## src/design/pss_pkg.sv

```systemverilog
// Package for the peripheral sleep status block: offsets, bit positions, reset values
package pss_pkg;

	// Register index as printed; byte address is four times the index
	localparam logic [15:0] PSS_STATUS_IDX       = 16'h9401;
	localparam logic [17:0] PSS_STATUS_ADDR      = {PSS_STATUS_IDX, 2'b00};
	// Control registers placed next to the status word
	localparam logic [15:0] PSS_CTRL_IDX         = 16'h9400;
	localparam logic [17:0] PSS_CTRL_ADDR        = {PSS_CTRL_IDX, 2'b00};
	localparam logic [15:0] PSS_STATE_IDX        = 16'h9402;
	localparam logic [17:0] PSS_STATE_ADDR       = {PSS_STATE_IDX, 2'b00};

	localparam int          PSS_WIDTH            = 16;
	localparam int          PSS_BIT_MISC         = 13;
	localparam int          PSS_BIT_EXT_MEM      = 12;
	localparam int          PSS_BIT_OS_TIMER     = 11;
	localparam int          PSS_BIT_WATCHDOG     = 10;
	localparam int          PSS_BIT_PAR_PORT     = 9;
	localparam int          PSS_BIT_ASYNC_SER    = 8;
	localparam int          PSS_BIT_I2C          = 7;
	localparam int          PSS_BIT_AUX_UNIT     = 6;
	localparam int          PSS_BIT_GPIO         = 5;
	localparam int          PSS_BIT_SER_ONE      = 3;
	localparam int          PSS_BIT_SER_ZERO     = 2;
	localparam int          PSS_BIT_TIMER_ONE    = 1;
	localparam int          PSS_BIT_TIMER_ZERO   = 0;
	localparam int          PSS_BIT_SLEEP_STATE  = 0;

	// Implemented flag bits: 13..5 and 3..0; bits 15, 14 and 4 read zero
	localparam logic [15:0] PSS_FLAG_MASK        = 16'h3FEF;
	localparam logic [15:0] PSS_RESET_VAL        = 16'h0000;
	localparam logic [31:0] PSS_UNMAPPED_DATA    = 32'h0000_0000;

endpackage

```

## src/design/pss_peripheral_sleep_status.sv

```systemverilog
// Peripheral sleep control and read-only sleep status with an Avalon-MM slave
`timescale 1ns/1ps
`default_nettype none

module pss_peripheral_sleep_status
	import pss_pkg::*;
(
	input  wire logic        core_clk,
	input  wire logic        rst_n,
	input  wire logic [17:0] avs_address,
	input  wire logic        avs_read,
	input  wire logic        avs_write,
	input  wire logic [31:0] avs_writedata,
	input  wire logic [3:0]  avs_byteenable,
	output var  logic [31:0] avs_readdata,
	output var  logic        avs_waitrequest,
	input  wire logic        idleExec,
	output var  logic [15:0] periphSleep
);

	logic [15:0] sleepCtrl_q;
	logic [15:0] sleepCtrl_d;
	logic        sleepState_q;
	logic        sleepState_d;
	logic [15:0] status_q;
	logic [15:0] status_d;
	logic [31:0] readData_q;
	logic [31:0] readData_d;
	logic        ack_q;
	logic        ack_d;
	logic        waitReq_q;
	logic        waitReq_d;
	logic [15:0] periphSleep_q;
	logic        access;

	assign access = (avs_read | avs_write) & ~ack_q;

	// Bus slave: one wait cycle, answer on the second edge
	always_comb begin
		ack_d = access;
		waitReq_d = ~access;
		readData_d = readData_q;
		sleepCtrl_d = sleepCtrl_q;
		sleepState_d = sleepState_q;
		if (access && avs_read) begin
			unique case (avs_address)
				PSS_STATUS_ADDR: readData_d = {16'h0000, status_q & PSS_FLAG_MASK};
				PSS_CTRL_ADDR:   readData_d = {16'h0000, sleepCtrl_q & PSS_FLAG_MASK};
				PSS_STATE_ADDR:  readData_d = {31'h0000_0000, sleepState_q};
				default:         readData_d = PSS_UNMAPPED_DATA;
			endcase
		end
		if (access && avs_write) begin
			unique case (avs_address)
				PSS_CTRL_ADDR: begin
					if (avs_byteenable[0])
						sleepCtrl_d[7:0] = avs_writedata[7:0] & PSS_FLAG_MASK[7:0];
					if (avs_byteenable[1])
						sleepCtrl_d[15:8] = avs_writedata[15:8] & PSS_FLAG_MASK[15:8];
				end
				PSS_STATE_ADDR: begin
					if (avs_byteenable[0])
						sleepState_d = avs_writedata[PSS_BIT_SLEEP_STATE];
				end
				// Status writes and unmapped writes are dropped
				default: ;
			endcase
		end
	end

	// Sleep state update on each IDLE execution
	always_comb begin
		status_d = status_q;
		if (idleExec) begin
			if (sleepState_q)
				status_d = sleepCtrl_q & PSS_FLAG_MASK;
			else
				status_d = PSS_RESET_VAL;
		end
	end

	always_ff @(posedge core_clk) begin
		if (!rst_n) begin
			sleepCtrl_q <= PSS_RESET_VAL;
			sleepState_q <= 1'b0;
			status_q <= PSS_RESET_VAL;
			readData_q <= 32'h0000_0000;
			ack_q <= 1'b0;
			waitReq_q <= 1'b1;
			periphSleep_q <= PSS_RESET_VAL;
		end else begin
			sleepCtrl_q <= sleepCtrl_d;
			sleepState_q <= sleepState_d;
			status_q <= status_d;
			readData_q <= readData_d;
			ack_q <= ack_d;
			waitReq_q <= waitReq_d;
			periphSleep_q <= status_d;
		end
	end

	// Bit layout of the status word to the peripheral gating lines
	always_comb begin
		periphSleep = periphSleep_q;
		periphSleep[PSS_BIT_MISC] = periphSleep_q[PSS_BIT_MISC];
		periphSleep[PSS_BIT_EXT_MEM] = periphSleep_q[PSS_BIT_EXT_MEM];
		periphSleep[PSS_BIT_OS_TIMER] = periphSleep_q[PSS_BIT_OS_TIMER];
		periphSleep[PSS_BIT_WATCHDOG] = periphSleep_q[PSS_BIT_WATCHDOG];
		periphSleep[PSS_BIT_PAR_PORT] = periphSleep_q[PSS_BIT_PAR_PORT];
		periphSleep[PSS_BIT_ASYNC_SER] = periphSleep_q[PSS_BIT_ASYNC_SER];
		periphSleep[PSS_BIT_I2C] = periphSleep_q[PSS_BIT_I2C];
		periphSleep[PSS_BIT_AUX_UNIT] = periphSleep_q[PSS_BIT_AUX_UNIT];
		periphSleep[PSS_BIT_GPIO] = periphSleep_q[PSS_BIT_GPIO];
		periphSleep[PSS_BIT_SER_ONE] = periphSleep_q[PSS_BIT_SER_ONE];
		periphSleep[PSS_BIT_SER_ZERO] = periphSleep_q[PSS_BIT_SER_ZERO];
		periphSleep[PSS_BIT_TIMER_ONE] = periphSleep_q[PSS_BIT_TIMER_ONE];
		periphSleep[PSS_BIT_TIMER_ZERO] = periphSleep_q[PSS_BIT_TIMER_ZERO];
	end

	assign avs_readdata = readData_q;
	assign avs_waitrequest = waitReq_q;
endmodule

`default_nettype wire

```

## config.mk

```make
export PLATFORM = sky130hd
export DESIGN_NAME = pss_peripheral_sleep_status
export DESIGN_NICKNAME = d
export VERILOG_FILES = /design/src/design/pss_pkg.sv /design/src/design/pss_peripheral_sleep_status.sv
export SDC_FILE = /design/constraint.sdc
export NUM_CORES = 1
export LEC_CHECK = 0
export ABC_AREA = 1
export BUFFER_PORTS_ARGS = -buffer_cell sky130_fd_sc_hd__buf_2
export CAP_MARGIN = 30
export CORE_UTILIZATION = 49
export CTS_CLUSTER_SIZE = 25
export DETAILED_ROUTE_END_ITERATION = 7
export PLACE_DENSITY = 0.85
export SLEW_MARGIN = 10
export SYNTH_ARGS = -nofsm -noshare
export SYNTH_HDL_FRONTEND = slang
export SYNTH_SLANG_ARGS = --single-unit
export TNS_END_PERCENT = 1
```

## constraint.sdc

```tcl
create_clock -name core_clk -period 3.1 [get_ports core_clk]
set_input_delay 0.31 -clock core_clk [delete_from_list [all_inputs] [get_ports core_clk]]
set_output_delay 0.31 -clock core_clk [all_outputs]
set_load 0.005 [all_outputs]
```

==> flow_metrics.tcl, run 1 <==
set metrics [dict create \
    grt_max_degree 26 \
    cts_root_buffer "clkbuf_8" \
    via_per_inst 5.03 \
    synth.avg_cell_area_um2 7.44 \
    p_leak_nw 1.06 \
    ys_warn_count 0 \
    yosys.area.top_type "dfxtp_1" \
    tightest_slew_ns 0.545 \
    fill_cells 371 \
    fin_crit_ns 1.59 \
    synth_most_common_cell "inv_1" \
    synthesis.area_um2 2130 \
    fmax_ghz 0.628 \
    period_share_pct 51.3 \
    path_class "input pin to flop" \
    place_congestion 0.804 \
    maxCapViolCount 0 \
    start_util_pct 52.1 \
    setup_viol 0 \
    grt_usage_pct 23.0 \
    cts_resized 0 \
    start_kind "input pin" \
    grt_overflow 0 \
    cp_max_fo 19 \
    path_delay_family "simple AND/OR/NAND/NOR gates" \
    ys_types 25 \
    place_area_um2 2390 \
    final_hold_viol_count 0 \
    routed_wl_um 4700 \
    netlist.area_leader.share_pct 39.5 \
    n_antenna_cell 0 \
    rsz0062_at_grt "false" \
    path_common_cell "nand2_1" \
    end_kind "flop" \
    yosys_register_bits 42 \
    fp.dieW_um 67.9 \
    yosys-top-cells-area "dfxtp_1 40%, inv_1 8.6%, buf_4 8.5%" \
    finClkSkew_ns 0.00697 \
    dr.pass1.iters 4 \
    antenna_left 0 \
    rows 23 \
    grt_pass1_vias 1788 \
    dr_total_vias 1992 \
    postCtsSetupRepairBufs 0 \
    fin_tns_setup_ns 0 \
    critical_path.slowest_cell "nand3_2" \
    max_slew_margin_pct 63.6 \
    power.total_w 0.00105 \
    cts_buffers 5 \
    htree_levels 2 \
    clkSlewWorstSetupHoldPaths_ns 0.07 \
    design_area_um2 2500 \
    fp.dieArea_um2 4610 \
    areaGrowthSynthToFinish_pct 17.4 \
    wire_per_inst_um 11.9 \
    outcome "completed" \
    hpwl_um 3310 \
    remaining_drc_errors 0 \
    cts_buffer_depth 2 \
    cts_sinks 42 \
    synth-main-ff-cell "dfxtp_1" \
    critPathBufInv 1 \
    die_h_um 67.9 \
    slew_viol_final 0 \
    hold_slack_ns 0.254 \
    peakVddDrop_uv 423 \
    port_buffers 64 \
    worstPathRequired_ns 3.33 \
    clk_latency_ns 0.30 \
    antenna_found_initial 0 \
    final_nets 404 \
    ios 108 \
    path_cells "buf_2 -> nor2_1 -> nand2_1 -> nor2_8 -> nand3_2 -> o21ai_0 -> nand2_1 -> a21oi_1" \
    grt_pass1_wl_um 7910 \
    yosysSeqAreaShare_pct 39.5 \
    postSynthCellCount 286 \
    drive_gt1_share_pct 30.1 \
    synthArstFlopShare_pct 0 \
    ys_top_cells_by_count "49 x inv_1, 46 x nand2_1, 42 x dfxtp_1, 24 x buf_4" \
    arrival_ns 1.82 \
    slowest_delay_ns 0.38 \
    dr.first_iter.drc_count 123 \
    postCtsHoldBufs 0 \
    core_um2 4090 \
    cts_tree "built" \
    power_density_nw_per_um2 419 \
    synth_edf_count 0 \
    holdCritPathClass "input pin to flop" \
]
-- final cells by class --
type | instances | area, µm² | share of cell area, %
Sequential cell | 42 | 841 | 33.7
Clock inverter | 3 | 40.0 | 1.60
Tap cell | 50 | 62.6 | 2.50
Timing Repair Buffer | 65 | 348 | 13.9
Inverter | 50 | 188 | 7.51
Clock buffer | 5 | 68.8 | 2.75
Multi-Input combinational cell | 181 | 951 | 38.1
-- layout by cell type, fill, tap and decap left out, types with 5 or more instances in the layout --
cell type | netlist | routed
o21ai_2 | 10 | 10
inv_1 | 49 | 49
o22ai_1 | 13 | 13
o21ai_0 | 6 | 6
nor2_2 | 5 | 5
buf_2 | 2 | 64
clkbuf_8 | 0 | 5
a21oi_1 | 21 | 21
dfxtp_1 | 42 | 42
conb_1 | 1 | 22
nand2_1 | 46 | 46
nor2_1 | 21 | 21
a21oi_2 | 7 | 7
nand4_1 | 16 | 16
-- per-layer routing --
| metal | GRT usage, % | wire length (µm) | up-vias |
|---|---|---|---|
| li1 | - | - | 988 |
| met3 | 6.50 | 327 | 10 |
| met1 | 27.7 | 2010 | 909 |
| met5 | 0 | 0 | - |
| met2 | 38.7 | 2280 | 85 |
| met4 | 8.59 | 82 | 0 |
-- path summary, 6_finish.rpt --
check | start | slack (ns) | to | cells past startpoint
worst min register to register | avs_readdata[5]$_SDFFE_PN0P_ | 0.47 | avs_readdata[5]$_SDFFE_PN0P_ | 2
worst max-delay path | avs_address[8] | 1.51 | avs_readdata[13]$_SDFFE_PN0P_ | 8
worst min-delay path | avs_writedata[10] | 0.25 | sleepCtrl_q[10]$_SDFFE_PN0P_ | 3
worst max register to register | ack_q$_SDFF_PN0_ | 1.59 | avs_readdata[13]$_SDFFE_PN0P_ | 5
-- where the power goes --
| group | switching (W) | internal [W] |
|---|---|---|
| logic | 0.0000497 | 0.0000273 |
| registers | 0.000000639 | 0.000541 |
| clock network | 0.000191 | 0.000237 |
| total | 0.000242 | 0.000805 |
-- registers in the layout, summed over array words and instances, names as in the netlist --
name	flops
ack_q	1
periphSleep	13
avs_waitrequest	1
sleepCtrl_q	13
sleepState_q	1
avs_readdata	13
-- tightest hold or removal path, delay by kind of cell --
kind / cells / cell delay (ns)
AOI/OAI and AO/OA: 1 / 0.05
buffers and inverters: 1 / 0.09
and+or+nand+nor: 1 / 0.05
-- logic make-up after synthesis --
| group | share of synthesized area, % |
|---|---|
| DFF | 39.5 |
| AOI/OAI and AO/OA | 18.1 |
| and+or+nand+nor | 22.7 |
| buffers and inverters | 19.5 |
| other | 0.176 |
-- through the flow --
step                      cells  setup WS [ns]  util [%]
after global routing        396           1.30      61.1
after global placement      387           1.26      57.8
after detailed placement    388           1.22      58.5
after CTS                   396           1.53      61.1
after floorplan             307           1.82         -
final                       396           1.51      61.1
Power figures use the tool's default switching activity.
==> run 2, diff against run 1 <==
--- a/config.mk
+++ b/config.mk
@@ -8,10 +8,10 @@
 export ABC_AREA = 1
 export BUFFER_PORTS_ARGS = -buffer_cell sky130_fd_sc_hd__buf_2
 export CAP_MARGIN = 30
-export CORE_UTILIZATION = 49
+export CORE_UTILIZATION = 41
 export CTS_CLUSTER_SIZE = 25
 export DETAILED_ROUTE_END_ITERATION = 7
-export PLACE_DENSITY = 0.85
+export PLACE_DENSITY = 0.76
 export SLEW_MARGIN = 10
 export SYNTH_ARGS = -nofsm -noshare
 export SYNTH_HDL_FRONTEND = slang
==> constraint.sdc (replaced) <==
create_clock -name core_clk -period 1.3 [get_ports core_clk]
set_input_delay 0.13 -clock core_clk [delete_from_list [all_inputs] [get_ports core_clk]]
set_output_delay 0.13 -clock core_clk [all_outputs]
set_load 0.005 [all_outputs]
==> flow_metrics.tcl, run 2 (synthesized netlist as in run 1, its figures left out) <==
set metrics [dict create \
    outcome "completed" \
    final_nets 417 \
    swShare_pct 23.7 \
    power_density_nw_per_um2 896 \
    remaining_drc_errors 0 \
    hp-start "avs_writedata[12]" \
    path_class "flop to flop" \
    antenna_left 0 \
    place_ws_ns -0.0223 \
    final_common_cell "buf_2" \
    maxCapViolCount 0 \
    peakVddDrop_uv 592 \
    rows 25 \
    htree_levels 2 \
    pwr-share-comb_pct 8.4 \
    start_kind "flop" \
    fin_tns_setup_ns 0 \
    port_buffers 64 \
    layout_setup_ws_ns 0.0914 \
    fmax_ghz 0.827 \
    r2r-start "sleepState_q$_SDFFE_PN0P_" \
    p_leak_nw 1.11 \
    grt_max_degree 26 \
    final_hold_viol_count 0 \
    arrival_ns 1.44 \
    end_kind "flop" \
    seqPwrFrac_pct 55.0 \
    grt_overflow 0 \
    place_congestion 0.806 \
    start_util_pct 43.9 \
    cts_buffer_depth 2 \
    fill_cells 488 \
    antenna_found_initial 0 \
    postCtsHoldBufs 0 \
    setup_viol 0 \
    cp_max_fo 13 \
    cts_sinks 42 \
    n_antenna_cell 0 \
    p_switching_w 0.000558 \
    ff2ff_setup_slack_ns 0.09 \
    cp-startpoint "sleepState_q$_SDFFE_PN0P_" \
    cts_buffers 5 \
    fin_crit_ns 1.21 \
    final_cell_mix "64 x buf_2, 49 x inv_1, 46 x nand2_1, 42 x dfxtp_1, 22 x conb_1" \
    wire_per_inst_um 11.1 \
    dr.first_iter.drc_count 48 \
    intPower_w 0.00179 \
    routed_wl_um 4720 \
    clkPwrFrac_pct 36.6 \
    period_share_pct 93.0 \
    drive_gt1_share_pct 32.6 \
    core_um2 4850 \
    dr.pass1.iters 4 \
    slew_viol_final 0 \
    holdCritPathClass "input pin to flop" \
    rsz0062_at_grt "false" \
    fp.dieW_um 74.1 \
    grt_pass1_vias 1785 \
    worstPathRequired_ns 1.53 \
    hpwl_um 3510 \
    grt_usage_pct 18.5 \
    grt_pass1_wl_um 7820 \
    cts_tree "built" \
    finClkSkew_ns 0.00310 \
    die_h_um 74.1 \
    clkSlewWorstSetupHoldPaths_ns 0.08 \
    via_per_inst 4.67 \
    clk_latency_ns 0.29 \
    dr_total_vias 1991 \
    ios 108 \
    cts_root_buffer "clkbuf_8" \
    fp.dieArea_um2 5480 \
    areaGrowthSynthToFinish_pct 23.2 \
]
==> run 2: changes by cell type in the layout (fill, tap and decap cells not counted), sizes merged <==
cell	before	now
clkbuf	5	7
bufinv	1	0
clkinv	2	1
buf	65	78
==> run 2: power by group through the flow <==
| stage | combinational, W | clock (W) | sequential, W |
|---|---|---|---|
| 3_5_place_dp | 0.000192 | 0 | 0.00132 |
| 5_1_grt | 0.000222 | 0.000928 | 0.00129 |
| 6_report | 0.000198 | 0.000860 | 0.00129 |
| 2_1_floorplan | 0.000142 | 0 | 0.00132 |
| 4_1_cts | 0.000193 | 0.000876 | 0.00129 |
| 3_3_place_gp | 0.000188 | 0 | 0.00132 |
==> run 2: final timing paths <==
kind	end	cells past startpoint
worst max-delay path	periphSleep[2]$_SDFFE_PN0P_	4
worst min-delay path	sleepCtrl_q[12]$_SDFFE_PN0P_	3
worst max register to register	periphSleep[2]$_SDFFE_PN0P_	4
worst min register to register	sleepCtrl_q[9]$_SDFFE_PN0P_	2
==> run 2: routing by layer <==
| metal | up-vias | track usage, % | wire, µm |
|---|---|---|---|
| li1 | 1014 | - | - |
| met1 | 896 | 21.3 | 1970 |
| met2 | 75 | 32.9 | 2290 |
| met3 | 6 | 5.56 | 400 |
| met4 | 0 | 5.34 | 49 |
| met5 | - | 0 | 0 |
==> run 2: timing repair <==
| item | in CTS | in global routing |
|---|---|---|
| setup buffers | 0 | 0 |
| setup endpoints to repair | 6 | 7 |
| pin swaps | 0 | 1 |
| resized for setup | 1 | 4 |
==> run 2: cell type report <==
| class | count | area (µm²) | share of cell area, % |
|---|---|---|---|
| Clock inverter | 1 | 5.00 | 0.191 |
| Clock buffer | 7 | 86.3 | 3.29 |
| Tap cell | 67 | 83.8 | 3.20 |
| Sequential cell | 42 | 841 | 32.1 |
| Inverter | 50 | 188 | 7.16 |
| Multi-Input combinational cell | 181 | 967 | 36.9 |
| Timing Repair Buffer | 78 | 450 | 17.2 |
==> run 2: through the flow <==
| step | hold slack [ns] | cell area [µm²] | cells | util (%) | total power [W] |
|---|---|---|---|---|---|
| CTS | 0.0786 | 2610 | 426 | 53.9 | 0.00236 |
| floorplan | 0.268 | 2210 | 307 | - | 0.00146 |
| global route | 0.0838 | 2620 | 426 | 54.1 | 0.00244 |
| global placement | 0.383 | 2510 | 418 | 51.8 | 0.00151 |
| finish | 0.0827 | 2620 | 426 | 54.1 | 0.00235 |
| detailed placement | 0.392 | 2510 | 418 | 51.8 | 0.00151 |
==> run 2: critical path: stages (launching register included) <==
cell	delay [ns]
dfxtp_1	0.38
nand2_1	0.33
o22ai_1	0.26
inv_1	0.09
nor2_1	0.09
